$ cat src/inc/dbg_pkg.sv
// Purpose : Shared constants for the debug control and break logic
// Assumes : 8-bit debug control word in the low byte of a 32-bit Avalon word
// Notes   : Offsets are byte addresses on the register bus
package dbg_pkg;

  // Avalon register map (byte addresses)
  localparam logic [3:0] OFS_CONTROL  = 4'h0;
  localparam logic [3:0] OFS_STATUS   = 4'h4;
  localparam logic [3:0] OFS_SECURITY = 4'h8;

  // Debug control word fields
  localparam int BIT_MODULE_ON  = 7;
  localparam int BIT_RUN_ARM    = 6;
  localparam int BIT_TAG_SEL    = 5;
  localparam int BIT_BRK_GATE   = 4;
  localparam int BIT_A_DIR      = 3;
  localparam int BIT_A_QUALIFY  = 2;
  localparam int BIT_B_DIR      = 1;
  localparam int BIT_B_QUALIFY  = 0;

  // Status word fields
  localparam int BIT_A_MATCH    = 7;
  localparam int BIT_B_MATCH    = 6;
  localparam int BIT_RUN_FLAG   = 5;

  // Background status/control fields
  localparam int BIT_BG_PERMIT  = 7;
  localparam int BIT_BG_ACTIVE  = 6;
  localparam int BIT_BG_CLKSEL  = 2;
  localparam int BIT_WS_STATUS  = 4;
  localparam int BIT_WS_FLAG    = 3;
  localparam int BIT_DV_FAIL    = 1;
  localparam logic [7:0] BG_WRITABLE_MASK = 8'h84;

  // Reset values and FIFO full count
  localparam logic [7:0]  CONTROL_RESET = 8'h00;
  localparam logic [7:0]  BG_SC_RESET   = 8'h00;
  localparam logic [15:0] BG_BKPT_RESET = 16'h0000;
  localparam logic [3:0]  FIFO_FULL_CNT = 4'h8;

  // Serial debug command codes
  localparam logic [1:0] CMD_WRITE_CONTROL = 2'h1;
  localparam logic [1:0] CMD_WRITE_BKPT    = 2'h2;

  // Break kinds
  typedef enum logic [1:0] {BRK_NONE, BRK_FORCE, BRK_TAG, BRK_SWI} brk_kind_e;

endpackage

$ cat src/bg_regs.sv
// Purpose : Background controller status/control and breakpoint registers
// Assumes : Reached only by serial debug commands, never by the user bus
// Notes   : Status bits are inputs, never written
`timescale 1ns/1ps
`default_nettype none
module bg_regs
(
  input  wire logic        clock,
  input  wire logic        rst,
  input  wire logic        cmd_valid,
  input  wire logic [1:0]  cmd_code,
  input  wire logic [15:0] cmd_data,
  input  wire logic        bg_active_status,
  input  wire logic        wait_stop_status,
  input  wire logic        wait_stop_flag,
  input  wire logic        data_valid_failure,
  output logic [7:0]       bg_status_control_reg,
  output logic [15:0]      bg_breakpoint_match_reg
);
  import dbg_pkg::*;

  logic [7:0] ctl_reg;
  logic [7:0] mask;

  // Permit bit frozen while in active background mode
  assign mask = bg_active_status ? (BG_WRITABLE_MASK & ~(8'h01 << BIT_BG_PERMIT))
                                 : BG_WRITABLE_MASK;

  // Control bits written by serial command only
  always_ff @(posedge clock)
  begin
    if (rst)
      ctl_reg <= BG_SC_RESET;
    else if (cmd_valid && cmd_code == CMD_WRITE_CONTROL)
      ctl_reg <= (ctl_reg & ~mask) | (cmd_data[7:0] & mask);
  end

  // Breakpoint address written by serial command only
  always_ff @(posedge clock)
  begin
    if (rst)
      bg_breakpoint_match_reg <= BG_BKPT_RESET;
    else if (cmd_valid && cmd_code == CMD_WRITE_BKPT)
      bg_breakpoint_match_reg <= cmd_data;
  end

  // Read image with live status bits
  always_comb
  begin
    bg_status_control_reg = ctl_reg;
    bg_status_control_reg[BIT_BG_ACTIVE] = bg_active_status;
    bg_status_control_reg[BIT_WS_STATUS] = wait_stop_status;
    bg_status_control_reg[BIT_WS_FLAG]   = wait_stop_flag;
    bg_status_control_reg[BIT_DV_FAIL]   = data_valid_failure;
  end

  a_permit_frozen: assert property (@(posedge clock) disable iff (rst)
    bg_active_status && $past(bg_active_status) && !$past(rst)
      |-> ctl_reg[BIT_BG_PERMIT] == $past(ctl_reg[BIT_BG_PERMIT]))
    else $error("permit bit changed in background mode");
endmodule
`default_nettype wire

$ cat src/cmp_qualify.sv
// Purpose : Qualify one comparator match with bus direction
// Assumes : rnw high is a read cycle
// Notes   : Combinational
`timescale 1ns/1ps
`default_nettype none
module cmp_qualify
(
  input  wire logic raw_match,
  input  wire logic rnw,
  input  wire logic dir_sel,
  input  wire logic qualify,
  output logic      hit
);
  // Direction only counts when qualification is on
  assign hit = raw_match & (~qualify | (dir_sel == rnw));
endmodule
`default_nettype wire

$ cat src/debug_break_ctrl.sv
// Overview of operation
// Background block holds 8-bit and 16-bit registers
// Background registers reachable only by serial commands
// Permit bit frozen during active background mode
// Four background status bits are read-only
// Clock source select writable at any time
// Control register accessible at any time
// Bit 7 enables module; blocked when secured
// Bit 6 arms run, clears when run ends
// Writing 0 to arm or enable stops run
// Bit 5 picks tag or force break
// Bit 4 gates break requests to CPU
// Triggers store FIFO data without breaking
// End trace breaks on trigger, begin on full
// Opcode-fetch select leaves break timing unchanged
// Bit 3 picks comparator A direction
// Bit 2 enables comparator A qualification
// Bit 1 picks comparator B direction
// Bit 0 enables comparator B qualification
// Arming sets run flag, clears match flags, count
// Force finishes instruction; tag marks opcode
// Without background permit, break runs software interrupt
//
// Purpose : Debug control register, run arming and CPU break requests
// Assumes : Avalon-MM slave with waitrequest; comparators and FIFO outside
// Notes   : Every read or write answers one cycle after it is raised
`timescale 1ns/1ps
`default_nettype none
module debug_break_ctrl
(
  input  wire logic        clock,
  input  wire logic        rst,
  // Avalon-MM slave
  input  wire logic [3:0]  address,
  input  wire logic        read,
  input  wire logic        write,
  input  wire logic [31:0] writedata,
  output logic [31:0]      readdata,
  output logic             waitrequest,
  // Serial debug command port
  input  wire logic        cmd_valid,
  input  wire logic [1:0]  cmd_code,
  input  wire logic [15:0] cmd_data,
  output logic [7:0]       bg_sc_read,
  output logic [15:0]      bg_bkpt_read,
  // CPU and security state
  input  wire logic        secured,
  input  wire logic        bg_active_status,
  input  wire logic        wait_stop_status,
  input  wire logic        wait_stop_flag,
  input  wire logic        data_valid_failure,
  input  wire logic        bus_rnw,
  // Comparator and FIFO datapath
  input  wire logic        cmp_a_raw,
  input  wire logic        cmp_b_raw,
  input  wire logic        trigger_event,
  input  wire logic        begin_trace,
  input  wire logic        fifo_push,
  input  wire logic        opcode_fetch_trigger_sel,
  output logic             cmp_a_hit,
  output logic             cmp_b_hit,
  output logic             fifo_store_en,
  output logic             break_force,
  output logic             break_tag,
  output logic             software_interrupt_op
);
  import dbg_pkg::*;

  ////////////////////////////////////////////////////////////////////////////
  // Declarations
  logic [7:0]  debug_control_reg;
  logic [7:0]  bg_sc;
  logic [15:0] bg_bkpt;
  logic        cmp_a_match_flag;
  logic        cmp_b_match_flag;
  logic [3:0]  fifo_valid_words;
  logic        a_q;
  logic        b_q;
  logic        sec_s1_reg;
  logic        sec_s2_reg;
  logic        ack_reg;
  logic        wr_ctl;
  logic        run_done;
  logic        armed;
  logic        fifo_full;
  logic        brk_cause;
  logic [7:0]  ctl_next;

  ////////////////////////////////////////////////////////////////////////////
  // Background registers
  bg_regs u_bg
  (
    .clock                   (clock),
    .rst                     (rst),
    .cmd_valid               (cmd_valid),
    .cmd_code                (cmd_code),
    .cmd_data                (cmd_data),
    .bg_active_status        (bg_active_status),
    .wait_stop_status        (wait_stop_status),
    .wait_stop_flag          (wait_stop_flag),
    .data_valid_failure      (data_valid_failure),
    .bg_status_control_reg   (bg_sc),
    .bg_breakpoint_match_reg (bg_bkpt)
  );

  // Registered serial read image; no bus address maps here
  always_ff @(posedge clock)
  begin
    if (rst)
    begin
      bg_sc_read   <= BG_SC_RESET;
      bg_bkpt_read <= BG_BKPT_RESET;
    end
    else
    begin
      bg_sc_read   <= bg_sc;
      bg_bkpt_read <= bg_bkpt;
    end
  end

  ////////////////////////////////////////////////////////////////////////////
  // Security pin synchroniser
  always_ff @(posedge clock)
  begin
    if (rst)
    begin
      sec_s1_reg <= 1'b1;
      sec_s2_reg <= 1'b1;
    end
    else
    begin
      sec_s1_reg <= secured;
      sec_s2_reg <= sec_s1_reg;
    end
  end

  ////////////////////////////////////////////////////////////////////////////
  // Avalon handshake: one wait cycle, then acknowledge
  always_ff @(posedge clock)
  begin
    if (rst)
      ack_reg <= 1'b0;
    else
      ack_reg <= (read | write) & ~ack_reg;
  end

  assign wr_ctl = write & ack_reg & (address == OFS_CONTROL);

  // Waitrequest idles high and drops only in the acknowledge cycle
  always_ff @(posedge clock)
  begin
    if (rst)
      waitrequest <= 1'b1;
    else
      waitrequest <= ~((read | write) & ~ack_reg);
  end

  ////////////////////////////////////////////////////////////////////////////
  // Qualified comparators
  cmp_qualify u_qa
  (
    .raw_match (cmp_a_raw),
    .rnw       (bus_rnw),
    .dir_sel   (debug_control_reg[BIT_A_DIR]),
    .qualify   (debug_control_reg[BIT_A_QUALIFY]),
    .hit       (a_q)
  );

  cmp_qualify u_qb
  (
    .raw_match (cmp_b_raw),
    .rnw       (bus_rnw),
    .dir_sel   (debug_control_reg[BIT_B_DIR]),
    .qualify   (debug_control_reg[BIT_B_QUALIFY]),
    .hit       (b_q)
  );

  ////////////////////////////////////////////////////////////////////////////
  // Run state
  assign armed     = debug_control_reg[BIT_MODULE_ON] & debug_control_reg[BIT_RUN_ARM];
  assign fifo_full = fifo_valid_words == FIFO_FULL_CNT;
  // End of run: trigger in end trace, full FIFO in begin trace
  assign run_done  = armed & (begin_trace ? (fifo_full | (fifo_push &
                     (fifo_valid_words == FIFO_FULL_CNT - 4'h1))) : trigger_event);

  // Next control value from bus write and run completion
  always_comb
  begin
    ctl_next = debug_control_reg;
    if (wr_ctl)
    begin
      ctl_next = writedata[7:0];
      if (sec_s2_reg && !debug_control_reg[BIT_MODULE_ON])
        ctl_next[BIT_MODULE_ON] = 1'b0;
      if (!ctl_next[BIT_MODULE_ON])
        ctl_next[BIT_RUN_ARM] = 1'b0;
    end
    else if (run_done)
      ctl_next[BIT_RUN_ARM] = 1'b0;
  end

  // Control register
  always_ff @(posedge clock)
  begin
    if (rst)
      debug_control_reg <= CONTROL_RESET;
    else
      debug_control_reg <= ctl_next;
  end

  // Match flags and valid count; arming clears them
  always_ff @(posedge clock)
  begin
    if (rst)
    begin
      cmp_a_match_flag <= 1'b0;
      cmp_b_match_flag <= 1'b0;
      fifo_valid_words <= 4'h0;
    end
    else if (wr_ctl && ctl_next[BIT_RUN_ARM] && !debug_control_reg[BIT_RUN_ARM])
    begin
      cmp_a_match_flag <= 1'b0;
      cmp_b_match_flag <= 1'b0;
      fifo_valid_words <= 4'h0;
    end
    else if (armed)
    begin
      if (a_q)
        cmp_a_match_flag <= 1'b1;
      if (b_q)
        cmp_b_match_flag <= 1'b1;
      if (fifo_push && !fifo_full)
        fifo_valid_words <= fifo_valid_words + 4'h1;
    end
  end

  ////////////////////////////////////////////////////////////////////////////
  // Bus read data
  always_ff @(posedge clock)
  begin
    if (rst)
      readdata <= 32'h0000_0000;
    else if (read && !ack_reg)
    begin
      unique case (address)
        OFS_CONTROL:  readdata <= {24'h0, debug_control_reg};
        OFS_STATUS:   readdata <= {24'h0, cmp_a_match_flag, cmp_b_match_flag,
                                   armed, 1'b0, fifo_valid_words};
        OFS_SECURITY: readdata <= {31'h0, sec_s2_reg};
        default:      readdata <= 32'h0000_0000;
      endcase
    end
  end

  ////////////////////////////////////////////////////////////////////////////
  // Comparator and FIFO outputs; storage runs regardless of break gate
  always_ff @(posedge clock)
  begin
    if (rst)
    begin
      cmp_a_hit     <= 1'b0;
      cmp_b_hit     <= 1'b0;
      fifo_store_en <= 1'b0;
    end
    else
    begin
      cmp_a_hit     <= a_q;
      cmp_b_hit     <= b_q;
      fifo_store_en <= armed;
    end
  end

  ////////////////////////////////////////////////////////////////////////////
  // Break requests; opcode fetch select is not consulted here
  assign brk_cause = run_done & debug_control_reg[BIT_BRK_GATE];

  always_ff @(posedge clock)
  begin
    if (rst)
    begin
      break_force           <= 1'b0;
      break_tag             <= 1'b0;
      software_interrupt_op <= 1'b0;
    end
    else
    begin
      break_force <= brk_cause & ~debug_control_reg[BIT_TAG_SEL];
      break_tag   <= brk_cause &  debug_control_reg[BIT_TAG_SEL];
      software_interrupt_op <= brk_cause & ~bg_sc[BIT_BG_PERMIT];
    end
  end

  ////////////////////////////////////////////////////////////////////////////
  // Assertions
  a_no_break_gated: assert property (@(posedge clock) disable iff (rst)
    !debug_control_reg[BIT_BRK_GATE] |=> !(break_force || break_tag))
    else $error("break issued while gate closed");

  a_break_kind: assert property (@(posedge clock) disable iff (rst)
    brk_cause |=> (break_tag == $past(debug_control_reg[BIT_TAG_SEL]))
                  && (break_force != break_tag))
    else $error("wrong break kind");

  a_run_clears: assert property (@(posedge clock) disable iff (rst)
    run_done && !wr_ctl |=> !debug_control_reg[BIT_RUN_ARM])
    else $error("run did not end");

  a_stop_on_zero: assert property (@(posedge clock) disable iff (rst)
    wr_ctl && !writedata[BIT_RUN_ARM] |=> !armed)
    else $error("run not stopped");

  a_secure_block: assert property (@(posedge clock) disable iff (rst)
    sec_s2_reg && !debug_control_reg[BIT_MODULE_ON] && !$past(rst)
      |=> !debug_control_reg[BIT_MODULE_ON])
    else $error("module enabled while secured");

  a_arm_clears: assert property (@(posedge clock) disable iff (rst)
    wr_ctl && ctl_next[BIT_RUN_ARM] && !debug_control_reg[BIT_RUN_ARM]
      |=> fifo_valid_words == 4'h0 && !cmp_a_match_flag && !cmp_b_match_flag)
    else $error("arming did not clear status");

  a_ack_timing: assert property (@(posedge clock) disable iff (rst)
    (read || write) && !ack_reg |=> !waitrequest || !(read || write))
    else $error("bus answer late");

  a_swi_break: assert property (@(posedge clock) disable iff (rst)
    software_interrupt_op |-> break_force || break_tag)
    else $error("software interrupt without break");

  a_cmp_a_plain: assert property (@(posedge clock) disable iff (rst)
    !debug_control_reg[BIT_A_QUALIFY] |-> a_q == cmp_a_raw)
    else $error("comparator A used direction while unqualified");

  a_cmp_b_plain: assert property (@(posedge clock) disable iff (rst)
    !debug_control_reg[BIT_B_QUALIFY] |-> b_q == cmp_b_raw)
    else $error("comparator B used direction while unqualified");

  a_trigger_break: assert property (@(posedge clock) disable iff (rst)
    armed && !begin_trace && trigger_event && debug_control_reg[BIT_BRK_GATE]
      |=> break_force || break_tag)
    else $error("end trace trigger gave no break");

  a_full_break: assert property (@(posedge clock) disable iff (rst)
    armed && begin_trace && fifo_push && debug_control_reg[BIT_BRK_GATE] &&
    fifo_valid_words == FIFO_FULL_CNT - 4'h1 |=> break_force || break_tag)
    else $error("full FIFO gave no break");

endmodule
`default_nettype wire
$ cat config.mk
export PLATFORM = sky130hd
export DESIGN_NAME = debug_break_ctrl
export DESIGN_NICKNAME = d
export VERILOG_FILES = /design/src/inc/dbg_pkg.sv /design/src/bg_regs.sv /design/src/cmp_qualify.sv /design/src/debug_break_ctrl.sv
export SDC_FILE = /design/constraint.sdc
export NUM_CORES = 1
export LEC_CHECK = 0
export BUFFER_PORTS_ARGS = -buffer_cell sky130_fd_sc_hd__buf_4
export CELL_PAD_IN_SITES_DETAIL_PLACEMENT = 0
export CELL_PAD_IN_SITES_GLOBAL_PLACEMENT = 1
export CORE_MARGIN = 2
export CORE_UTILIZATION = 29
export DETAILED_ROUTE_END_ITERATION = 12
export GPL_TIMING_DRIVEN = 0
export PLACE_DENSITY_LB_ADDON = 0.1
export SLEW_MARGIN = 5
export SYNTH_ARGS = -nofsm -noshare
export SYNTH_HDL_FRONTEND = slang
export SYNTH_SLANG_ARGS = --single-unit
$ cat constraint.sdc
create_clock -name clock -period 1.3 [get_ports clock]
set_clock_uncertainty 0.2 [all_clocks]
set_input_delay 0.065 -clock clock [delete_from_list [all_inputs] [get_ports clock]]
set_output_delay 0.065 -clock clock [all_outputs]
set_load 0.02 [all_outputs]
==> metrics.yaml, run 1 <==
setup_path:
  worstPathRequired_ns: 1.32
  ff2ff_path_depth: 6
  worstSetupEndpointType: "flop"
  worstReg2RegEnd: "fifo_valid_words[1]"
  rr_startpoint: "fifo_valid_words[1]"
  cp.arrival_ns: 1.49
  critPathKind: "reg2reg"
  r2r_slack_ns: -0.17
  path_max_fanout: 4
  crit_path_start_kind: "flop"
global_route:
  antenna_found_initial: 0
  grt_pass1_vias: 2299
  grt_max_degree: 15
  gr-total-overflow: 0
  grt_pass1_wl_um: 11100
  grt.total_usage: 0.142
yosys:
  syn_area_um2: 2770
  synth_compound_area_frac: 0.0963
  yosysUniqueCellTypes: 34
  syn_inst: 308
  synth_top_family_by_area: "simple AND/OR/NAND/NOR gates"
  ys_seq_area_frac: 0.521
  synth-warning-count: 0
  synthTopCellsByArea: "dfxtp_1 52%, nand2_1 7.2%, buf_4 7.1%, a21oi_1 6.0%, nor2b_1 5.2%"
  synth.avg_cell_area_um2: 8.99
  yosys.area.top_type: "dfxtp_1"
  async_flop_share: 0
  synth-main-ff-cell: "dfxtp_1"
  synth-seq-cells: 72
  yosys.area_share.xor_xnor: 0.0127
  synth_fa_ha_area_frac: 0.00904
  ys_top_cells_by_count: "72 x dfxtp_1, 53 x nand2_1, 33 x a21oi_1"
  synthSimpleGateAreaFrac: 0.228
  synthMuxAreaShare: 0.0325
  synth_most_common_cell: "dfxtp_1"
  synth_edf_count: 0
  yosysTopAreaCellShare: 0.521
clocking:
  clk_latency_ns: 0.34
  clk_pin_slew_ns: 0.08
  ctsHoldBuffers: 38
  clockBufferDepth: 2
  clock_sinks: 72
  htreeDepth: 3
  root_buffer: "clkbuf_8"
  cts_buffers: 9
  cts_tree: "done"
timing:
  slew_violations: 0
  rsz0062_at_grt: "true"
  setup_viol: 7
  max_freq_mhz: 682
  fin_crit_sh: 1.13
  hold_viol: 8
  tightest_slew_ns: 0.619
  layout_min_cycle_time_ns: 1.47
  slew_headroom: 0.587
  fin_hold_ws_ns: -0.130
  fin_ws_ns: -0.167
flow_run:
  maxCapViolCount: 0
floorplanning:
  floorplan.rows: 35
  num_io_pins: 134
  core_um2: 9240
  die-area_um2: 10300
  start_util: 0.300
  die_width_um: 102
  die_h_um: 102
hold_path:
  min_from: "address[1]"
  hold_class: "in2reg"
  holdPathStages: 4
  hold_path_end: "readdata[4]"
routing:
  detail-route-antenna-nets: 0
  vias: 2458
  drt-pass1-iter-count: 4
  routed_via_density: 4.06
  wl_um: 7110
  wire_per_inst_um: 11.7
  drtIter0Drc: 41
  drc: 0
status:
  status: "finished with violations"
  violations: "negative hold slack, negative setup slack"
layout:
  diodes: 0
  nets: 545
  area_growth_pct: 60.9
  drive_gt1_frac: 0.354
placed_design:
  preCtsSetupSlack_ns: -0.363
  place_hpwl_um: 5000
  globalplace.congestion: 0.793
  io_buffers: 81
power_and_ir_drop:
  ir_drop_mv: 0.568
  leakage_nw: 1.96
  power_density_nw_per_um2: 1090
  p_total_w: 0.00486
layer usage:
layer	vias to the layer above	GRT usage	share of wire
met1	1105	0.158	0.42
met2	57	0.245	0.51
met3	9	0.0538	0.063
met4	0	0.0572	0.011
met5	-	0	0
li1	1287	-	-
placed cells by master (no fill, tap or decap), types with 2 or more instances in the layout:
cell	Yosys	layout
dlygate4sd3_1	0	38
nor3_1	7	3
clkbuf_1	8	5
bufinv_16	0	2
dfxtp_4	0	5
or2_2	3	3
nand3b_1	3	3
and3_1	3	3
o211ai_1	3	3
inv_1	7	4
a21oi_1	33	32
buf_1	2	2
mux2i_2	0	2
o21ai_0	4	4
nand4_1	2	2
inv_2	0	2
nor2_1	23	22
a31oi_1	2	2
dfxtp_1	72	66
conb_1	1	26
xor2_1	2	2
a21oi_2	1	2
clkbuf_2	0	2
buf_4	26	115
nand3_1	4	4
xnor2_1	2	2
clkbuf_8	0	9
buf_6	0	2
mux2i_1	9	6
nand2_1	53	52
inv_6	0	3
nor3_2	0	3
nor2b_1	23	23
worst max path at each step:
stage	end	slack, ns	startpoint
floorplan	fifo_valid_words[1]	-0.1	fifo_valid_words[0]
finish	fifo_valid_words[1]	-0.17	fifo_valid_words[1]
CTS	fifo_valid_words[1]	-0.18	fifo_valid_words[1]
detailed placement	fifo_valid_words[1]	-0.36	address[1]
global route	fifo_valid_words[1]	-0.26	fifo_valid_words[1]
global placement	cmp_a_match_flag	-0.34	address[1]
cells by family after synthesis:
logic type,Yosys count
and+or+nand+nor,128
muxes,9
AOI/OAI and AO/OA,46
DFF,72
adders and majority gates,2
buffers and inverters,46
xor gates and xnor gates,4
other,1
worst max-delay path, stage by stage (launching register included):
cell and delay [ns]:
dfxtp_4 0.36, inv_2 0.06, ha_4 0.14, nand2_4 0.05
o211ai_1 0.27, mux2i_1 0.22, nor2_1 0.05
metrics by stage:
| stage | util | std cells | setup TNS (ns) | instance area, µm² |
|---|---|---|---|---|
| after global routing | 0.482 | 606 | -1.56 | 4450 |
| final | 0.482 | 606 | -0.722 | 4450 |
| after floorplan | - | 333 | -0.306 | 2900 |
| after CTS | 0.472 | 604 | -0.799 | 4360 |
| after detailed placement | 0.397 | 543 | -12.14 | 3670 |
| after global placement | 0.397 | 543 | -11.93 | 3670 |
repair_timing:
action | 4_1_cts | 5_1_grt
setup buffers | 7 | 2
pin swaps | 4 | 4
gates resized for setup | 9 | 20
hold endpoints to repair | 51 | 8
endpoints found under the setup margin | 18 | 24
cloned | 0 | 0
layout make-up:
type | instances | area (µm²)
tap | 129 | 161
clock inverter | 7 | 100
inverter | 7 | 28.8
sequential | 72 | 1460
fill | 938 | 4790
buffer | 39 | 270
multi-input combinational | 215 | 1230
timing repair buffer | 128 | 1070
clock buffer | 9 | 124
report_power, final:
group	leakage, nW	switching [W]	internal, W	total (W)
combinational	1.26	0.000281	0.000315	0.000597
clock	0.115	0.000902	0.00110	0.00200
sequential	0.588	0.0000194	0.00224	0.00226
total	1.96	0.00120	0.00366	0.00486
(Power assumes the default switching activity.)
==> inputs of run 2 (changes only) <==
Settings changed: SKIP_CTS_REPAIR_TIMING set to 1.
==> metrics.yaml, run 2 (synthesized netlist as in run 1, its figures left out) <==
status:
  status: "finished with violations"
  violations: "negative hold slack, negative setup slack"
global_route:
  gr-total-overflow: 0
  grt.total_usage: 0.136
  grt_max_degree: 15
  antenna_found_initial: 0
  grt_pass1_vias: 2110
  grt_pass1_wl_um: 10500
setup_path:
  worstReg2RegEnd: "fifo_valid_words[1]"
  crit_buf_inv: 1
  cp.arrival_ns: 1.50
  path_delay_family: "flip-flops"
  path_cells: "inv_4, ha_4, nand2_2, o211ai_1, mux2i_1, nor2_1"
  worstSetupEndpointType: "flop"
  path_max_fanout: 3
  critPathKind: "reg2reg"
  cpMaxStageDelayCell: "dfxtp_4"
  crit_path_start_kind: "flop"
  rr_startpoint: "fifo_valid_words[0]"
  worstSetupStartpoint: "fifo_valid_words[0]"
  r2r_slack_ns: -0.18
  critPathMaxStageDelay_ns: 0.36
  worstPathRequired_ns: 1.32
  ff2ff_path_depth: 6
floorplanning:
  start_util: 0.300
  die-area_um2: 10300
  floorplan.rows: 35
  num_io_pins: 134
  die_h_um: 102
  die_width_um: 102
  core_um2: 9240
timing:
  hold_viol: 10
  max_freq_mhz: 676
  setup_viol: 11
  layout_min_cycle_time_ns: 1.48
  fin_crit_sh: 1.14
  fin_ws_ns: -0.180
  slew_headroom: 0.651
  fin_hold_ws_ns: -0.135
  slew_violations: 0
  rsz0062_at_grt: "true"
  tightest_slew_ns: 0.524
routing:
  drc: 0
  routed_via_density: 4.05
  detail-route-antenna-nets: 0
  drt-pass1-iter-count: 4
  vias: 2453
  wire_per_inst_um: 11.8
  wl_um: 7170
  drtIter0Drc: 31
layout:
  drive_gt1_frac: 0.348
  area_growth_pct: 59.5
  diodes: 0
  final_common_cell: "buf_4"
  mostFrequentLayoutCells: "116 x buf_4, 67 x dfxtp_1, 52 x nand2_1, 39 x dlygate4sd3_1, 33 x a21oi_1"
  nets: 545
clocking:
  clk_pin_slew_ns: 0.08
  cts_tree: "done"
  clock_sinks: 72
  root_buffer: "clkbuf_8"
  cts_buffers: 9
  clockBufferDepth: 2
  htreeDepth: 3
  clk_latency_ns: 0.35
hold_path:
  hold_path_end: "readdata[4]"
  min_from: "address[1]"
  hold_class: "in2reg"
  holdPathStages: 4
placed_design:
  place_hpwl_um: 5000
  io_buffers: 81
  globalplace.congestion: 0.793
  preCtsSetupSlack_ns: -0.363
power_and_ir_drop:
  power_density_nw_per_um2: 1100
  ir_drop_mv: 0.569
  leakage_nw: 1.96
flow_run:
  maxCapViolCount: 0
[run 2: cell type report]
cell class | instances | area [µm²]
fillers | 954 | 4830
clock buffers | 9 | 124
repair buffers | 128 | 1060
multi-input cells | 215 | 1210
well taps | 129 | 161
clock inverters | 7 | 100
flip-flops and latches | 72 | 1460
plain buffers | 39 | 269
inverters | 7 | 28.8
[run 2: worst max-delay path by stage]
stage,to,slack (ns),cells after the start
after floorplan,fifo_valid_words[1],-0.1,6
after global placement,cmp_a_match_flag,-0.34,5
after detailed placement,fifo_valid_words[1],-0.36,5
after CTS,fifo_valid_words[1],-0.21,6
after global routing,fifo_valid_words[1],-0.25,6
final,fifo_valid_words[1],-0.18,6
[run 2: tightest hold or removal path: cells and delay by family]
family                 cells  cell delay (ns)
AOI/OAI and AO/OA          1             0.06
buffers and inverters      1             0.10
and+or+nand+nor            2             0.14
[run 2: through the flow]
stage / setup TNS [ns] / total power (W) / cell area, µm² / util / std cells
after floorplan: -0.306 / 0.00260 / 2900 / - / 333
after global placement: -11.93 / 0.00279 / 3670 / 0.397 / 543
after detailed placement: -12.14 / 0.00280 / 3670 / 0.397 / 543
after CTS: -2.26 / 0.00482 / 3890 / 0.421 / 559
after global routing: -1.71 / 0.00506 / 4410 / 0.478 / 606
final: -0.888 / 0.00485 / 4410 / 0.478 / 606
[run 2: report_power, final]
group	total [W]	leakage [nW]	internal [W]	switching, W
Clock	0.00200	0.115	0.00110	0.000904
Sequential	0.00226	0.588	0.00224	0.0000191
Combinational	0.000585	1.26	0.000307	0.000278
[run 2: per-layer routing]
layer / global-route usage / vias to the layer above / routed length (µm)
met5: 0 / - / 0
met4: 0.0572 / 0 / 87
met3: 0.0600 / 8 / 485
met2: 0.227 / 64 / 3630
met1: 0.150 / 1099 / 2970
li1: - / 1282 / -
